$ cat src/rtl/serial_port_params.svh
// Constants for the serial port: register map, field layout, timing.
// Included by the core only; holds definitions only.
`ifndef SERIAL_PORT_PARAMS_SVH
`define SERIAL_PORT_PARAMS_SVH

// Register word indices on the Wishbone bus (byte address = 4 * index)
`define SP_IDX_BUFFER      2'h0
`define SP_IDX_CONTROL     2'h1
`define SP_IDX_POWER       2'h2
`define SP_IDX_TMODE       2'h3

// Control and power register fields, register reset value
`define SP_CTL_MODE_HI     7
`define SP_CTL_MODE_LO     6
`define SP_CTL_MPF         5
`define SP_CTL_REN         4
`define SP_CTL_TX9         3
`define SP_CTL_RX9         2
`define SP_CTL_TXDONE      1
`define SP_CTL_RXDONE      0
`define SP_PWR_DOUBLE      7
`define SP_REG_RESET       8'h00

// Machine cycle: six CPU clocks, S1..S6 counted 0..5
`define SP_ST_S1           3'h0
`define SP_ST_S3           3'h2
`define SP_ST_S5           3'h4
`define SP_ST_S6           3'h5

// Divide-by-16 bit timing and majority sample points
`define SP_DIV_LAST        4'hf
`define SP_SAMP_A          4'h7
`define SP_SAMP_B          4'h8
`define SP_SAMP_C          4'h9
`define SP_RX_PRELOAD0     8'hfe
`define SP_RX_PRELOAD1     9'h1ff
`define SP_TX_MARK         8'h01

`endif

$ cat src/rtl/serial_port_pkg.sv
// Types shared by the serial port core and its bench.
// Assumes the params header is on the include path.
package serial_port_pkg;

  typedef struct packed {
    logic        cyc;
    logic        stb;
    logic        we;
    logic [3:0]  adr;
    logic [3:0]  sel;
    logic [31:0] dat;
  } wb_req_type;

  typedef struct packed {
    logic        ack;
    logic [31:0] dat;
  } wb_rsp_type;

  typedef enum logic [1:0] {
    TX_IDLE = 2'b00,
    TX_WAIT = 2'b01,
    TX_SEND = 2'b11,
    TX_DATA = 2'b10
  } tx_state_type;

  typedef enum logic [1:0] {
    RX_IDLE = 2'b00,
    RX_WAIT = 2'b01,
    RX_BUSY = 2'b11
  } rx_state_type;

endpackage : serial_port_pkg

$ cat src/rtl/serial_port_core.sv
// Serial port: baud selection, mode 0 shift register and mode 1 UART.
// Assumes a Wishbone classic master on clk_i and a Timer 1 overflow
// pulse from same-clock logic; the data pin is split into i/o/oe.
`include "serial_port_params.svh"
`timescale 1ns/10ps
`default_nettype none

module serial_port_core (
  // Clock and reset
  input  wire logic                       clk_i,
  input  wire logic                       rst_i,
  // Wishbone classic slave
  input  wire serial_port_pkg::wb_req_type wb_i,
  output var  serial_port_pkg::wb_rsp_type wb_o,
  // Baud source
  input  wire logic                       timer1_ovf_i,
  // Line pins
  input  wire logic                       rxd_i,
  output logic                            rxd_o,
  output logic                            rxd_oe_o,
  output logic                            txd_o
);
  import serial_port_pkg::*;

  function automatic logic [7:0] bit_rev(input logic [7:0] v);
    logic [7:0] r;
    r = 8'h00;
    for (int i = 0; i < 8; i++) begin
      r[i] = v[7-i];
    end
    return r;
  endfunction : bit_rev

  logic [7:0]   ctl_q;
  logic [7:0]   pwr_q;
  logic [7:0]   tmode_q;
  logic [7:0]   rx_buf_q;
  logic         ack_q;
  logic [31:0]  rdat_q;
  logic [2:0]   ms_q;
  logic         half_q;
  logic         ovf_half_q;
  logic         tick;
  logic [3:0]   tx_div_q;
  logic         tx_roll;
  tx_state_type tx_state_q;
  logic [8:0]   tsh_q;
  logic         tx_last_q;
  rx_state_type rx_state_q;
  logic [8:0]   rsh_q;
  logic [3:0]   rx_div_q;
  logic         rx_last_q;
  logic         samp_a_q;
  logic         samp_b_q;
  logic         rxd_meta_q;
  logic         rxd_s_q;
  logic         rxd_prev_q;
  logic         wr_any;
  logic         wr_buf;
  logic         wr_ctl;
  logic [1:0]   mode;
  logic         dbl;
  logic         s6;
  logic         shclk_low;
  logic         majority;
  logic [8:0]   rsh_next;
  logic         tx_done_set;
  logic         rx_done_set;
  logic         rx_load;
  logic         m1_edge;

  assign mode      = {ctl_q[`SP_CTL_MODE_HI], ctl_q[`SP_CTL_MODE_LO]};
  assign dbl       = pwr_q[`SP_PWR_DOUBLE];
  assign s6        = (ms_q == `SP_ST_S6);
  assign shclk_low = (ms_q >= `SP_ST_S3) && (ms_q <= `SP_ST_S5);

  // Bus: ack one cycle after the strobe, writes land on the ack edge
  assign wr_any = wb_i.cyc && wb_i.stb && wb_i.we && ack_q && wb_i.sel[0];
  assign wr_buf = wr_any && (wb_i.adr[3:2] == `SP_IDX_BUFFER);
  assign wr_ctl = wr_any && (wb_i.adr[3:2] == `SP_IDX_CONTROL);
  assign wb_o.ack = ack_q;
  assign wb_o.dat = rdat_q;

  always_ff @(posedge clk_i) begin
    if (rst_i) begin
      ack_q  <= 1'b0;
      rdat_q <= 32'h0000_0000;
    end else begin
      ack_q <= wb_i.cyc && wb_i.stb && !ack_q;
      if (wb_i.cyc && wb_i.stb && !ack_q) begin
        case (wb_i.adr[3:2])
          `SP_IDX_BUFFER:  rdat_q <= {24'h00_0000, rx_buf_q};
          `SP_IDX_CONTROL: rdat_q <= {24'h00_0000, ctl_q};
          `SP_IDX_POWER:   rdat_q <= {24'h00_0000, pwr_q};
          default:         rdat_q <= {24'h00_0000, tmode_q};
        endcase
      end
    end
  end

  // Timer mode is only held for software; the timer itself lives outside
  always_ff @(posedge clk_i) begin
    if (rst_i) begin
      pwr_q   <= `SP_REG_RESET;
      tmode_q <= `SP_REG_RESET;
    end else if (wr_any && wb_i.adr[3:2] == `SP_IDX_POWER) begin
      pwr_q <= wb_i.dat[7:0];
    end else if (wr_any && wb_i.adr[3:2] == `SP_IDX_TMODE) begin
      tmode_q <= wb_i.dat[7:0];
    end
  end

  // Done flags: a hardware set in the clearing cycle wins
  always_ff @(posedge clk_i) begin
    if (rst_i) begin
      ctl_q <= `SP_REG_RESET;
    end else begin
      if (wr_ctl) begin
        ctl_q <= wb_i.dat[7:0];
      end
      if (tx_done_set) begin
        ctl_q[`SP_CTL_TXDONE] <= 1'b1;
      end
      if (rx_done_set) begin
        ctl_q[`SP_CTL_RXDONE] <= 1'b1;
      end
      if (rx_load && mode != 2'h0) begin
        ctl_q[`SP_CTL_RX9] <= majority;
      end
    end
  end

  // Machine cycle of six CPU clocks, one mode 0 bit each
  always_ff @(posedge clk_i) begin
    if (rst_i) begin
      ms_q <= `SP_ST_S1;
    end else if (s6) begin
      ms_q <= `SP_ST_S1;
    end else begin
      ms_q <= ms_q + 3'h1;
    end
  end

  // 16x tick: mode 2 from the CPU clock, modes 1/3 from overflows
  always_ff @(posedge clk_i) begin
    if (rst_i) begin
      half_q     <= 1'b0;
      ovf_half_q <= 1'b0;
    end else begin
      half_q <= !half_q;
      if (timer1_ovf_i) begin
        ovf_half_q <= !ovf_half_q;
      end
    end
  end

  always_comb begin
    case (mode)
      2'h2:    tick = dbl || half_q;
      2'h0:    tick = 1'b0;
      default: tick = timer1_ovf_i && (dbl || ovf_half_q);
    endcase
  end

  always_ff @(posedge clk_i) begin
    if (rst_i) begin
      tx_div_q <= 4'h0;
    end else if (tick) begin
      tx_div_q <= tx_div_q + 4'h1;
    end
  end
  assign tx_roll = tick && (tx_div_q == `SP_DIV_LAST);

  // Transmitter for both modes
  assign tx_done_set = (mode == 2'h0)
                     ? (tx_state_q == TX_SEND && tx_last_q &&
                        ms_q == `SP_ST_S1)
                     : (tx_state_q == TX_DATA && tx_roll &&
                        tsh_q[8:1] == `SP_TX_MARK);

  always_ff @(posedge clk_i) begin
    if (rst_i) begin
      tx_state_q <= TX_IDLE;
      tsh_q      <= 9'h000;
      tx_last_q  <= 1'b0;
    end else if (wr_buf) begin
      tsh_q      <= {1'b1, wb_i.dat[7:0]};
      tx_state_q <= TX_WAIT;
      tx_last_q  <= 1'b0;
    end else if (mode == 2'h0) begin
      case (tx_state_q)
        TX_WAIT: begin
          if (s6) begin
            tx_state_q <= TX_SEND;
          end
        end
        TX_SEND: begin
          if (tx_done_set) begin
            tx_state_q <= TX_IDLE;
            tx_last_q  <= 1'b0;
          end else if (s6 && !tx_last_q) begin
            tsh_q <= {1'b0, tsh_q[8:1]};
            tx_last_q <= (tsh_q[8:1] == `SP_TX_MARK);
          end
        end
        default: tx_state_q <= TX_IDLE;
      endcase
    end else begin
      case (tx_state_q)
        TX_WAIT: begin
          if (tx_roll) begin
            tx_state_q <= TX_SEND;
          end
        end
        TX_SEND: begin
          if (tx_roll) begin
            tx_state_q <= TX_DATA;
          end
        end
        TX_DATA: begin
          if (tx_roll) begin
            tsh_q <= {1'b0, tsh_q[8:1]};
            if (tsh_q[8:1] == `SP_TX_MARK) begin
              tx_state_q <= TX_IDLE;
            end
          end
        end
        default: tx_state_q <= TX_IDLE;
      endcase
    end
  end

  // Pin synchroniser; the previous level is taken at the 16x rate
  always_ff @(posedge clk_i) begin
    if (rst_i) begin
      rxd_meta_q <= 1'b1;
      rxd_s_q    <= 1'b1;
      rxd_prev_q <= 1'b1;
    end else begin
      rxd_meta_q <= rxd_i;
      rxd_s_q    <= rxd_meta_q;
      if (tick) begin
        rxd_prev_q <= rxd_s_q;
      end
    end
  end

  // Receiver
  assign majority = (samp_a_q & samp_b_q) | (samp_a_q & rxd_s_q) |
                    (samp_b_q & rxd_s_q);
  assign m1_edge  = (mode != 2'h0) && rx_state_q == RX_IDLE &&
                    ctl_q[`SP_CTL_REN] && tick && rxd_prev_q &&
                    !rxd_s_q;
  assign rsh_next = (mode == 2'h0) ? {1'b0, rsh_q[6:0], samp_a_q}
                                   : {rsh_q[7:0], majority};

  always_comb begin
    rx_load     = 1'b0;
    rx_done_set = 1'b0;
    if (mode == 2'h0) begin
      rx_load     = rx_state_q == RX_BUSY && s6 && !rx_last_q &&
                    !rsh_q[7];
      rx_done_set = rx_state_q == RX_BUSY && rx_last_q &&
                    ms_q == `SP_ST_S1;
    end else if (rx_state_q == RX_BUSY && tick &&
                 rx_div_q == `SP_SAMP_C && !rsh_q[8]) begin
      rx_load     = !ctl_q[`SP_CTL_RXDONE] &&
                    (!ctl_q[`SP_CTL_MPF] || majority);
      rx_done_set = rx_load;
    end
  end

  always_ff @(posedge clk_i) begin
    if (rst_i) begin
      rx_buf_q <= 8'h00;
    end else if (rx_load) begin
      rx_buf_q <= (mode == 2'h0) ? bit_rev(rsh_next[7:0])
                                 : bit_rev(rsh_q[7:0]);
    end
  end

  always_ff @(posedge clk_i) begin
    if (rst_i) begin
      rx_state_q <= RX_IDLE;
      rsh_q      <= 9'h000;
      rx_div_q   <= 4'h0;
      rx_last_q  <= 1'b0;
      samp_a_q   <= 1'b1;
      samp_b_q   <= 1'b1;
    end else if (mode == 2'h0) begin
      case (rx_state_q)
        RX_IDLE: begin
          if (ctl_q[`SP_CTL_REN] && !ctl_q[`SP_CTL_RXDONE]) begin
            rx_state_q <= RX_WAIT;
          end
        end
        RX_WAIT: begin
          if (s6) begin
            rsh_q      <= {1'b0, `SP_RX_PRELOAD0};
            rx_state_q <= RX_BUSY;
            rx_last_q  <= 1'b0;
          end
        end
        RX_BUSY: begin
          if (ms_q == `SP_ST_S5) begin
            samp_a_q <= rxd_s_q;
          end
          if (rx_done_set) begin
            rx_state_q <= RX_IDLE;
            rx_last_q  <= 1'b0;
          end else if (s6 && !rx_last_q) begin
            rsh_q     <= rsh_next;
            rx_last_q <= !rsh_q[7];
          end
        end
        default: rx_state_q <= RX_IDLE;
      endcase
    end else begin
      case (rx_state_q)
        RX_IDLE: begin
          if (m1_edge) begin
            rx_div_q   <= 4'h0;
            rsh_q      <= `SP_RX_PRELOAD1;
            rx_state_q <= RX_BUSY;
          end
        end
        RX_BUSY: begin
          if (tick) begin
            rx_div_q <= rx_div_q + 4'h1;
            if (rx_div_q == `SP_SAMP_A) begin
              samp_a_q <= rxd_s_q;
            end
            if (rx_div_q == `SP_SAMP_B) begin
              samp_b_q <= rxd_s_q;
            end
            if (rx_div_q == `SP_SAMP_C) begin
              if (rsh_q == `SP_RX_PRELOAD1 && majority) begin
                rx_state_q <= RX_IDLE;
              end else if (!rsh_q[8]) begin
                rx_state_q <= RX_IDLE;
              end else begin
                rsh_q <= rsh_next;
              end
            end
          end
        end
        default: rx_state_q <= RX_IDLE;
      endcase
    end
  end

  // Pins: mode 0 drives data and shift clock, mode 1 drives the line
  always_comb begin
    rxd_o    = 1'b1;
    rxd_oe_o = 1'b0;
    txd_o    = 1'b1;
    if (mode == 2'h0) begin
      if (tx_state_q == TX_SEND) begin
        rxd_o    = tsh_q[0];
        rxd_oe_o = 1'b1;
      end
      if (tx_state_q == TX_SEND || rx_state_q == RX_BUSY) begin
        txd_o = !shclk_low;
      end
    end else if (tx_state_q == TX_SEND) begin
      txd_o = 1'b0;
    end else if (tx_state_q == TX_DATA) begin
      txd_o = tsh_q[0];
    end
  end

  // Checks
  AST_M0_CLOCK: assert property (@(posedge clk_i) disable iff (rst_i)
    (mode == 2'h0 && tx_state_q == TX_SEND && s6 &&
     $past(tx_state_q == TX_SEND)) |-> txd_o && !$past(txd_o))
    else $error("mode 0 shift clock did not rise at S6");
  AST_M0_SHIFT: assert property (@(posedge clk_i) disable iff (rst_i)
    (mode == 2'h0 && tx_state_q == TX_SEND && s6 && !tx_last_q &&
     !wr_buf && !$changed(mode))
    |=> tsh_q == {1'b0, $past(tsh_q[8:1])})
    else $error("mode 0 transmit shift missing");
  // The last shift happens at S6; send drops and the flag rises at S1
  AST_M0_DONE: assert property (@(posedge clk_i) disable iff (rst_i)
    (mode == 2'h0 && tx_state_q == TX_SEND && s6 && !tx_last_q &&
     tsh_q[8:1] == `SP_TX_MARK && !wr_buf)
    |=> ##1 (tx_state_q == TX_IDLE && ctl_q[`SP_CTL_TXDONE]))
    else $error("mode 0 transmit did not finish at S1");
  AST_M0_PRELOAD: assert property (@(posedge clk_i) disable iff (rst_i)
    (mode == 2'h0 && rx_state_q == RX_WAIT && s6 && !$changed(mode))
    |=> rsh_q[7:0] == `SP_RX_PRELOAD0 && rx_state_q == RX_BUSY)
    else $error("mode 0 receive preload wrong");
  AST_M2_RATE: assert property (@(posedge clk_i) disable iff (rst_i)
    (mode == 2'h2 && !dbl && tick) |=> !tick || mode != 2'h2 || dbl)
    else $error("mode 2 undoubled tick too fast");
  AST_M1_START: assert property (@(posedge clk_i) disable iff (rst_i)
    (mode == 2'h1 && tx_state_q == TX_WAIT && tx_roll && !wr_buf &&
     !wr_ctl) |=> tx_state_q == TX_SEND && !txd_o)
    else $error("start bit not driven after rollover");
  AST_M1_EDGE: assert property (@(posedge clk_i) disable iff (rst_i)
    m1_edge && !$changed(mode) |=> rx_div_q == 4'h0 &&
    rsh_q == `SP_RX_PRELOAD1)
    else $error("edge did not reset receive divider");
  // An unread byte must survive any frame in modes 1 to 3 that ends meanwhile
  AST_RX_GUARD: assert property (@(posedge clk_i) disable iff (rst_i)
    (mode != 2'h0 && ctl_q[`SP_CTL_RXDONE]) |=> $stable(rx_buf_q))
    else $error("frame loaded against guard");
  AST_ACK_PULSE: assert property (@(posedge clk_i) disable iff (rst_i)
    ack_q |=> !ack_q)
    else $error("ack held longer than one cycle");

  COV_M0_TX: cover property (@(posedge clk_i) disable iff (rst_i)
    mode == 2'h0 && tx_done_set);
  COV_M1_RX: cover property (@(posedge clk_i) disable iff (rst_i)
    mode == 2'h1 && rx_load);
  COV_ABORT: cover property (@(posedge clk_i) disable iff (rst_i)
    mode == 2'h1 && rx_state_q == RX_BUSY ##1 rx_state_q == RX_IDLE &&
    !$past(rx_load));

endmodule : serial_port_core

`default_nettype wire

$ cat config.mk
export PLATFORM = sky130hd
export DESIGN_NAME = serial_port_core
export DESIGN_NICKNAME = d
export VERILOG_FILES = /design/src/rtl/serial_port_pkg.sv /design/src/rtl/serial_port_core.sv
export VERILOG_INCLUDE_DIRS = /design/src /design/src/rtl
export SDC_FILE = /design/constraint.sdc
export NUM_CORES = 1
export LEC_CHECK = 0
export BUFFER_PORTS_ARGS = -buffer_cell sky130_fd_sc_hd__buf_4
export CAP_MARGIN = 20
export CORE_ASPECT_RATIO = 0.75
export CORE_UTILIZATION = 55
export CTS_CLUSTER_DIAMETER = 30
export CTS_CLUSTER_SIZE = 10
export DETAILED_ROUTE_END_ITERATION = 10
export GPL_ROUTABILITY_DRIVEN = 0
export GPL_TIMING_DRIVEN = 1
export PLACE_DENSITY_LB_ADDON = 0.12
export SETUP_SLACK_MARGIN = 0.5
export SLEW_MARGIN = 20
export SYNTH_ARGS = -nofsm -noshare
export SYNTH_HDL_FRONTEND = slang
export SYNTH_SLANG_ARGS = --single-unit
$ cat constraint.sdc
create_clock -name clk_i -period 3.3 [get_ports clk_i]
set_input_delay 0.165 -clock clk_i [delete_from_list [all_inputs] [get_ports clk_i]]
set_output_delay 0.165 -clock clk_i [all_outputs]
set_load 0.01 [all_outputs]
==> reports/results.txt, run 1 <==
setup slack, reg-to-reg = 1.09 ns
CTS clk-pin slew, worst paths = 0.09 ns
most frequent cells in the layout = 83 x dfxtp_1, 42 x nor2_1, 41 x nand2_1
Skew-Pair Late Insertion Delay = 0.37 ns
post-DP HPWL = 7220 µm
antenna diode count = 0
first-pass GRT wire length = 16600 µm
Longest Clk Path Bufs = 2
FF-to-FF End = rx_div_q[2]$_SDFFE_PP0P_
synthesized area per cell = 9.24 µm²
Starting Density = 0.567
count of cell types in the netlist = 78
cell count after synthesis = 484
PortBufs = 29
initial DRC count = 281
static power due to leakage = 0.00203 µW
setup TNS = 0 ns
drt pass-1 iters = 5
die height = 80.1 µm
Final Util = 0.613
crit-path cells = nor2_2 > o211ai_1 > o2bb2ai_1 > a32oi_1 > buf_4
H-tree depth = 3
FF+latch count, synth = 83
xor/xnor share of the synthesized area = 0.00783
post-synthesis simple-gate area fraction = 0.179
Worst Setup SP = ctl_q[6]$_SDFFE_PP0P_
DRC viols = 0
post-cts resize count = 0
data arrival time of the worst path = 2.23 ns
fmax = 0.418 GHz
Fin. Hold Viols = 0
Async SR Flop Fraction = 0
PwrDens = 506 nW/µm²
number of antenna-violating nets in the routed design = 0
worst vdd ir = 0.441 mV
unrepaired setup endpoints after global routing = no
grt ovf = 0
status = completed
type of origin of the critical path = flip-flop
clock period minus worst slack = 2.39 ns
Filler cells = 708
mux cell area share after synthesis = 0.113
post-synthesis share of cell area spent on full adders, half adders and majority gates = 0.0333
final worst-path cycle share = 0.725
crit path buf inv count = 1
CP Depth = 5
Vias/cell = 5.99
vias in the first global route = 3233
crit path kind = reg -> out
CP endpoint = txd_o
die area = 8500 µm²
number of flops mapped to enable cells by yosys = 0
fraction of layout cells with a size suffix above 1 = 0.172
worst r2r src = rx_state_q[0]$_SDFFE_PP0P_
main combinational cell family by area after synthesis = compound AO/OA/AOI/OAI gates
Seq/Total Area, Yosys = 0.372
CP Data Required Time = 3.13 ns
Worst Clk Skew = 0.0123 ns
GRT Total Usage = 0.254
IO Count = 83
mapped cell area = 4470 µm²
final setup vio count = 0
clk root buf = clkbuf_8
post-CTS setup buffers = 0
Num CTS Buffers = 9
initial antenna violation count = 0
Crit Path Max Fanout = 19
commonest non-fill, non-tap cell in the layout = dfxtp_1
via count = 3618
final net count = 552
core box area = 7880 µm²
largest net degree at the start of global routing = 64
CP max stage delay = 0.69 ns
Slew @ Worst Pin = 0.829 ns
clock sinks = 83
Die Wd = 106 µm
Layout area overhead = 8.06%
Max-cap violations = 0
Worst Hold Class = in -> reg
hold buffers post-CTS = 1
Pins Over Slew Limit = 0
R2R depth = 6
worst relative slew slack = 0.447
critical path's slowest cell = nor2_2
routed len/inst = 17.0 µm
cell family with most CP delay = simple AND/OR/NAND/NOR gates
Worst setup EP type = primary output
WL final = 10300 µm
YS warnings = 0
Rows = 28
Post-synth top flop = dfxtp_1
CTS tree = built
post-synthesis compound-gate area fraction = 0.202
## stage by stage
stage / total power, µW / setup WS [ns] / hold WS (ns) / instances / cell area [µm²]
floorplan: 1470 / 1.54 / 0.269 / 507 / 4560
global placement: 1540 / 1.15 / 0.354 / 587 / 4570
detailed placement: 1550 / 1.12 / 0.358 / 587 / 4570
CTS: 2460 / 0.897 / 0.0370 / 604 / 4830
global route: 2550 / 0.729 / 0.0496 / 604 / 4830
finish: 2450 / 0.907 / 0.0459 / 604 / 4830
## cells by family (layout without fill, tap and decap cells)
logic type                 count (synthesis)  count (layout)
other                                      1              24
and+or+nand+nor                          161             161
adders and majority gates                 12              12
AOI/OAI and AO/OA                        111             111
xor gates and xnor gates                   4               4
buffers and inverters                     72              64
muxes                                     40              40
DFF                                       83              83
## report_power, final
part	internal [µW]	switching, µW
clock network	524	379
registers	1050	63.7
logic	190	236
## per-layer routing
metal | vias to the layer above | routed length [µm] | track usage
met2 | 110 | 4620 | 0.370
met4 | 0 | 76 | 0.0694
li1 | 1757 | - | -
met1 | 1742 | 5090 | 0.367
met5 | - | 0 | 0
met3 | 9 | 478 | 0.0657
## sequential cells by signal (all words and copies together), names as in the netlist, 2 cells and up
| register | cells |
|---|---|
| rx_state_q | 2 |
| pwr_q | 8 |
| tsh_q | 9 |
| tx_div_q | 4 |
| rx_buf_q | 8 |
| tx_state_q | 2 |
| rdat_q | 8 |
| ctl_q | 8 |
| rsh_q | 9 |
| rx_div_q | 4 |
| ms_q | 3 |
| tmode_q | 8 |
## cell usage after synthesis (3+ instances only)
library cell  instances  area share
buf_2                10       0.011
nor3_1                7      0.0078
inv_1                14       0.012
o31ai_1               3      0.0050
buf_4                25       0.042
buf_6                 5       0.013
ha_1                 11       0.031
a211oi_1              3      0.0050
o21ai_0              15       0.017
a32oi_1               3      0.0059
o211ai_1              3      0.0050
buf_1                 4      0.0034
a31oi_1               4      0.0056
a31o_2                5      0.0098
nand2_1              41       0.034
nand3_1              27       0.030
nor2_1               42       0.035
mux2i_1              32       0.072
a21oi_1              24       0.027
or2_2                 3      0.0042
and3_1               13       0.018
clkbuf_1             13       0.011
a311oi_2              8       0.027
o311a_1               7       0.016
nand4_1               4      0.0056
dfxtp_1              83        0.37
and4_1                3      0.0059
mux4_2                7       0.035
## layout make-up
cell class | instances | area (µm²) | area share
Tap cell | 105 | 131 | 0.0272
Timing Repair Buffer | 33 | 250 | 0.0518
Clock buffer | 10 | 138 | 0.0285
Sequential cell | 83 | 1660 | 0.344
Clock inverter | 6 | 113 | 0.0233
Inverter | 15 | 56.3 | 0.0117
Multi-Input combinational cell | 352 | 2480 | 0.514
## worst register-to-register path, stage by stage (launching register included)
cell and delay, ns:
dfxtp_1 0.38, ha_1 0.45, buf_4 0.39, o211ai_1 0.17, a2bb2oi_1 0.35, a2111oi_0 0.12, o32ai_1 0.27
## how the worst min path moves through the flow
| stage | end | cells past startpoint | start | slack (ns) |
|---|---|---|---|---|
| 6_report | tsh_q[3]$_SDFFE_PP0P_ | 3 | wb_i[3] | 0.05 |
| 5_1_grt | tsh_q[1]$_SDFFE_PP0P_ | 3 | wb_i[1] | 0.05 |
| 4_1_cts | tsh_q[3]$_SDFFE_PP0P_ | 3 | wb_i[3] | 0.04 |
| 3_5_place_dp | rxd_meta_q$_SDFF_PP1_ | 2 | rxd_i | 0.36 |
| 3_3_place_gp | rxd_meta_q$_SDFF_PP1_ | 2 | rxd_i | 0.35 |
| 2_1_floorplan | rxd_meta_q$_SDFF_PP1_ | 1 | rxd_i | 0.27 |
Note: power is estimated with default switching activity, not from simulation.
==> run 2, diff against run 1 <==
- CORE_UTILIZATION: 55 -> 50
- clock period: 3.3 -> 2.1 ns (I/O delays scaled with it)
==> run 2 against run 1 <==
Net effect:
- the run now ends with design-rule violations left
- register-to-register slack worse by 0.87 ns
- first-iteration DRC count up 17%
- clock skew down 0.0022 ns
- final cell count up 9.4%
- sequential share of layout area down 4.7 points
==> reports/results.txt, run 2 (same netlist as run 1, synthesis figures left out) <==
Max-cap violations = 0 (unchanged)
Crit Path Max Fanout = 5 (-14)
grt ovf = 0 (unchanged)
IO Count = 83 (unchanged)
CTS tree = built
data arrival time of the worst path = 2.11 ns (-0.12 ns)
Setup WS post-layout = 0.220 ns (-0.687 ns)
Final Non-Filler Cells = 661 (+9.4%)
PwrDens = 754 nW/µm² (+49%)
fraction of layout cells with a size suffix above 1 = 0.354 (+0.182)
unrepaired setup endpoints after global routing = yes
Pins Over Slew Limit = 0 (unchanged)
via count = 3916 (+8.2%)
static power due to leakage = 0.00236 µW (+16%)
number of antenna-violating nets in the routed design = 0 (unchanged)
clock sinks = 83 (unchanged)
die height = 83.9 µm (+4.8%)
clk root buf = clkbuf_16
status = complete, but fails checks
final setup vio count = 0 (unchanged)
WL final = 11900 µm (+16%)
Final Util = 0.666 (+0.0525)
Cells after DPL = 605 (+3.1%)
H-tree depth = 3 (unchanged)
Worst setup EP type = flip-flop
pre-CTS setup slack = 0.176 ns (-0.945 ns)
initial DRC count = 328 (+17%)
critical path's slowest cell = or3b_4
Longest Clk Path Bufs = 2 (unchanged)
crit-path cells = inv_2 > ha_4 > or3b_4 > o22a_4 > o221a_4 > buf_12 > a31o_4 > o311a_1
first-pass GRT wire length = 18900 µm (+14%)
cell family with most CP delay = compound AO/OA/AOI/OAI gates
setup TNS = 0 ns (unchanged)
routed len/inst = 18.0 µm (+5.6%)
clock period minus worst slack = 1.88 ns
overall power = 4300 µW (+76%)
Worst Hold Class = in -> reg
Num CTS Buffers = 9 (unchanged)
Layout area overhead = 27.4%
die area = 9330 µm² (+9.8%)
Worst Clk Skew = 0.0101 ns (-0.00220 ns)
GRT Total Usage = 0.257 (+0.00354)
DRC viols = 5 (+5)
final net count = 606 (+9.8%)
Fin. Hold Viols = 0 (unchanged)
most frequent cells in the layout = 72 x dfxtp_1, 70 x buf_4, 39 x nand2_1
core box area = 8560 µm² (+8.6%)
final worst-path cycle share = 0.895
Largest regs = rsh_q (9), tsh_q (9)
CP max stage delay = 0.40 ns (-0.29 ns)
drt pass-1 iters = 8 (+3)
CP Data Required Time = 2.33 ns (-0.80 ns)
fmax = 0.532 GHz
Skew-Pair Late Insertion Delay = 0.35 ns (-0.02 ns)
crit path buf inv count = 2 (+1)
worst relative slew slack = 0.649 (+0.202)
Vias/cell = 5.92 (-1.1%)
commonest non-fill, non-tap cell in the layout = dfxtp_1
crit path kind = reg -> reg
Slew @ Worst Pin = 0.524 ns (-0.305 ns)
vias in the first global route = 3630 (+12%)
Filler cells = 646 (-8.8%)
worst vdd ir = 0.507 mV (+15%)
failing checks = design-rule violations
PortBufs = 29 (unchanged)
post-DP HPWL = 7510 µm (+4.0%)
Rows = 29 (+3.6%)
type of origin of the critical path = flip-flop
Die Wd = 111 µm (+4.8%)
Starting Density = 0.522 (-0.0451)
initial antenna violation count = 0 (unchanged)
CTS clk-pin slew, worst paths = 0.06 ns (-0.03 ns)
largest net degree at the start of global routing = 45 (-30%)
antenna diode count = 0 (unchanged)
## run 2: cell count changes in the layout (fill, tap and decap cells not counted), moves of 5 or more
cell	before	now
buf_4	32	70
clkbuf_8	10	1
dfxtp_4	0	7
o21ai_0	15	5
clkbuf_16	0	9
o21ai_1	1	9
dfxtp_1	83	72
a21oi_1	24	17
ha_1	11	6
a21oi_2	0	7
buf_6	0	9
## run 2: cell type report
cell class / count / area [µm²] / share of cell area
clock buffers: 10 / 239 / 0.0419
repair buffers: 84 / 707 / 0.124
clock inverters: 6 / 53.8 / 0.00944
multi-input cells: 355 / 2810 / 0.494
flip-flops and latches: 83 / 1690 / 0.297
well taps: 108 / 135 / 0.0237
inverters: 15 / 58.8 / 0.0103
## run 2: per-stage QoR
step                      hold slack, ns  cell area [µm²]
after floorplan                    0.209             4590
after global placement             0.290             4720
after detailed placement           0.293             4720
after CTS                         0.0168             5420
after global routing              0.0388             5700
final                             0.0154             5700
## run 2: worst paths after layout
path / to / slack (ns) / depth (start not counted) / start
worst min-delay path: tsh_q[2]$_SDFFE_PP0P_ / 0.02 / 3 / wb_i[2]
worst min register to register: rxd_s_q$_SDFF_PP1_ / 0.42 / 1 / rxd_meta_q$_SDFF_PP1_
worst max register to register: rsh_q[7]$_SDFFE_PP0P_ / 0.22 / 8 / rx_state_q[1]$_SDFFE_PP0P_
worst max-delay path: rsh_q[7]$_SDFFE_PP0P_ / 0.22 / 8 / rx_state_q[1]$_SDFFE_PP0P_
## run 2: where the power goes
| group | switching (µW) | internal (µW) |
|---|---|---|
| sequential | 116 | 1660 |
| clock | 687 | 856 |
| combinational | 497 | 484 |
| total | 1300 | 3000 |
## run 2: timing repair
item,in CTS,in global routing
cloned,2,1
endpoints found under the setup margin,42,39
hold buffers,2,0
resized for setup,48,45
pin swaps,13,35
endpoints found under the hold margin,2,0
buffers inserted,25,10
## run 2: worst register-to-register path: cells and delay by family (launching register included)
kind / cells / cell delay, ns
AOI/OAI and AO/OA: 4 / 0.70
adders and majority gates: 1 / 0.12
buffers and inverters: 2 / 0.22
DFF: 1 / 0.33
and+or+nand+nor: 1 / 0.40
## run 2: routing by layer
metal | share of wire | global-route usage | vias to the layer above
met4 | 0.016 | 0.0921 | 0
met1 | 0.48 | 0.353 | 1904
met2 | 0.46 | 0.406 | 116
li1 | - | - | 1877
met3 | 0.048 | 0.0450 | 19
met5 | 0 | 0 | -
==> run 3, diff against run 2 <==
- CORE_UTILIZATION: 50 -> 52
- CTS_BUF_LIST: default -> sky130_fd_sc_hd__clkbuf_2
==> run 3 against run 2 <==
Net effect:
- clock skew increased by 0.012 ns
- largest cell class unchanged
- worst setup slack got worse by 0.041 ns
- via count about the same
- sequential power about the same
- critical path type unchanged
- register-to-register slack got worse by 0.04 ns
- the run now ends clean
- largest power group unchanged
==> reports/results.txt, run 3 (same netlist as run 1, synthesis figures left out) <==
status = completed
H-tree depth = 3 (unchanged)
most frequent cells in the layout = 70 x buf_4, 68 x dfxtp_1, 41 x nand2_1
M2 GR Usage = 0.434 (+0.0277)
antenna diode count = 0 (unchanged)
worst relative slew slack = 0.625 (-0.0243)
critical path's slowest cell = dfxtp_4
PwrDens = 636 nW/µm² (-16%)
Skew-Pair Late Insertion Delay = 0.58 ns (+0.23 ns)
routed len/inst = 17.8 µm (-0.88%)
largest net degree at the start of global routing = 31 (-31%)
CTS clk-pin slew, worst paths = 0.24 ns (+0.18 ns)
number of antenna-violating nets in the routed design = 0 (unchanged)
PortBufs = 29 (unchanged)
Layout area overhead = 25.6%
GRT Total Usage = 0.270 (+0.0128)
Worst Setup SP = rx_state_q[1]$_SDFFE_PP0P_
clock sinks = 83 (unchanged)
Longest Clk Path Bufs = 2 (unchanged)
Starting Density = 0.553 (+0.0304)
grt met1 use = 0.363 (+0.0106)
Die Wd = 109 µm (-1.9%)
met3 global-route usage = 0.0604 (+0.0154)
FF-to-FF End = rsh_q[6]$_SDFFE_PP0P_
static power due to leakage = 0.00230 µW (-2.4%)
setup slack, reg-to-reg = 0.18 ns (-0.04 ns)
Fin. Hold Viols = 0 (unchanged)
Pins Over Slew Limit = 0 (unchanged)
post-DP HPWL = 7690 µm (+2.5%)
CP max stage delay = 0.42 ns (+0.02 ns)
Hold Startpoint = wb_i[38]
Vias/cell = 5.89 (-0.55%)
Num CTS Buffers = 9 (unchanged)
crit path buf inv count = 1 (-1)
drt pass-1 iters = 4 (-4)
Slew @ Worst Pin = 0.559 ns (+0.0350 ns)
Max-cap violations = 0 (unchanged)
core box area = 8090 µm² (-5.5%)
setup TNS = 0 ns (unchanged)
unrepaired setup endpoints after global routing = yes
crit-path cells = inv_4 > ha_4 > or3b_4 > nand2_4 > o221a_4 > nand3_4 > o311a_1
R2R depth = 7 (-1)
Crit Path Max Fanout = 8 (+3)
clk root buf = clkbuf_2
clock period minus worst slack = 1.92 ns (+0.0411 ns)
IO Count = 83 (unchanged)
Min-Delay Path Depth = 4 (+1)
Worst Clk Skew = 0.0220 ns (+0.0120 ns)
worst vdd ir = 0.683 mV (+35%)
cell family with most CP delay = simple AND/OR/NAND/NOR gates
fraction of layout cells with a size suffix above 1 = 0.352 (-0.00264)
initial antenna violation count = 0 (unchanged)
Rows = 28 (-3.4%)
CP Data Required Time = 2.59 ns (+0.26 ns)
type of origin of the critical path = flip-flop
WL final = 11800 µm (-0.28%)
CP Depth = 7 (-1)
worst r2r src = rx_state_q[1]$_SDFFE_PP0P_
Filler cells = 633 (-2.0%)
final net count = 613 (+1.2%)
final worst-path cycle share = 0.915 (+0.0196)
Largest regs = rsh_q (9), tsh_q (9)
fmax = 0.521 GHz (-2.1%)
Worst Hold Class = in -> reg
pre-CTS setup slack = 0.209 ns (+0.0329 ns)
Setup WS post-layout = 0.179 ns (-0.0411 ns)
Worst setup EP type = flip-flop
vias in the first global route = 3578 (-1.4%)
CP endpoint = rsh_q[6]$_SDFFE_PP0P_
CTS tree = built
crit path kind = reg -> reg
die height = 82.3 µm (-1.9%)
final setup vio count = 0 (unchanged)
via count = 3918 (+0.051%)
Top Usage Layer GRT = met2
grt ovf = 0 (unchanged)
DRC viols = 0 (-5)
first-pass GRT wire length = 18100 µm (-3.8%)
die area = 8980 µm² (-3.8%)
initial DRC count = 305 (-7.0%)
data arrival time of the worst path = 2.41 ns (+0.30 ns)
commonest non-fill, non-tap cell in the layout = buf_4
## run 3: changes by cell type in the layout (fill, tap and decap cells not counted), moves of 2 or more
cell           before  now
dlygate4sd3_1       2   14
clkbuf_16           9    0
clkbuf_2            0    9
o21ai_0             5   11
dfxtp_2             4    9
o21ai_1             9    4
dfxtp_1            72   68
buf_12              3    1
buf_6               9    7
nand2_1            39   41
nand3_1            24   22
nand3_2             2    4
nor3_2              1    3
o21ai_2             3    1
## run 3: final cells by class
type                            count  area, µm²  area share
Multi-Input combinational cell    354       2850       0.507
Sequential cell                    83       1700       0.302
Timing Repair Buffer               92        764       0.136
Tap cell                          105        131      0.0234
Clock inverter                      7       73.8      0.0131
Inverter                           15       58.8      0.0105
Clock buffer                        9       45.0     0.00802
## run 3: how the worst min path moves through the flow
stage                                       endpoint  slack (ns)
after floorplan                rxd_meta_q$_SDFF_PP1_        0.21
after global placement         rxd_meta_q$_SDFF_PP1_        0.29
after detailed placement       rxd_meta_q$_SDFF_PP1_        0.30
after CTS                     rdat_q[6]$_SDFFE_PP0P_        0.05
after global routing      tx_state_q[0]$_SDFFE_PP0P_        0.06
final                         rdat_q[6]$_SDFFE_PP0P_        0.07
## run 3: power by group
group | total (µW) | leakage (µW) | internal (µW) | switching, µW
sequential | 1790 | 0.000677 | 1660 | 121
clock | 895 | 0.0000747 | 285 | 610
combinational | 888 | 0.00155 | 428 | 460
## run 3: worst min-delay path, stage by stage
cell and delay (ns):
buf_4 0.17, mux4_1 0.23, nand2_1 0.07, a21oi_1 0.05
## run 3: repair_timing
action / in CTS / in global routing
endpoints found under the hold margin: 54 / 0
hold buffers: 14 / 0
setup buffers: 22 / 5
pin swaps: 19 / 22
cloned: 2 / 0
gates resized for setup: 59 / 35
setup endpoints to repair: 44 / 45
## run 3: metrics by stage
step | hold WS (ns) | utilization | power [µW] | cells | cell area (µm²)
2_1_floorplan | 0.209 | - | 2320 | 507 | 4590
6_report | 0.0716 | 0.694 | 3570 | 665 | 5620
4_1_cts | 0.0450 | 0.670 | 3460 | 660 | 5420
5_1_grt | 0.0620 | 0.694 | 3730 | 665 | 5620
3_5_place_dp | 0.297 | 0.586 | 2460 | 606 | 4740
3_3_place_gp | 0.289 | 0.586 | 2440 | 606 | 4740
## run 3: per-layer routing
metal  vias up  wire length (µm)
li1       1894                 -
met1      1904              5510
met2       108              5620
met3        12               561
met4         0               137
met5         -                 0
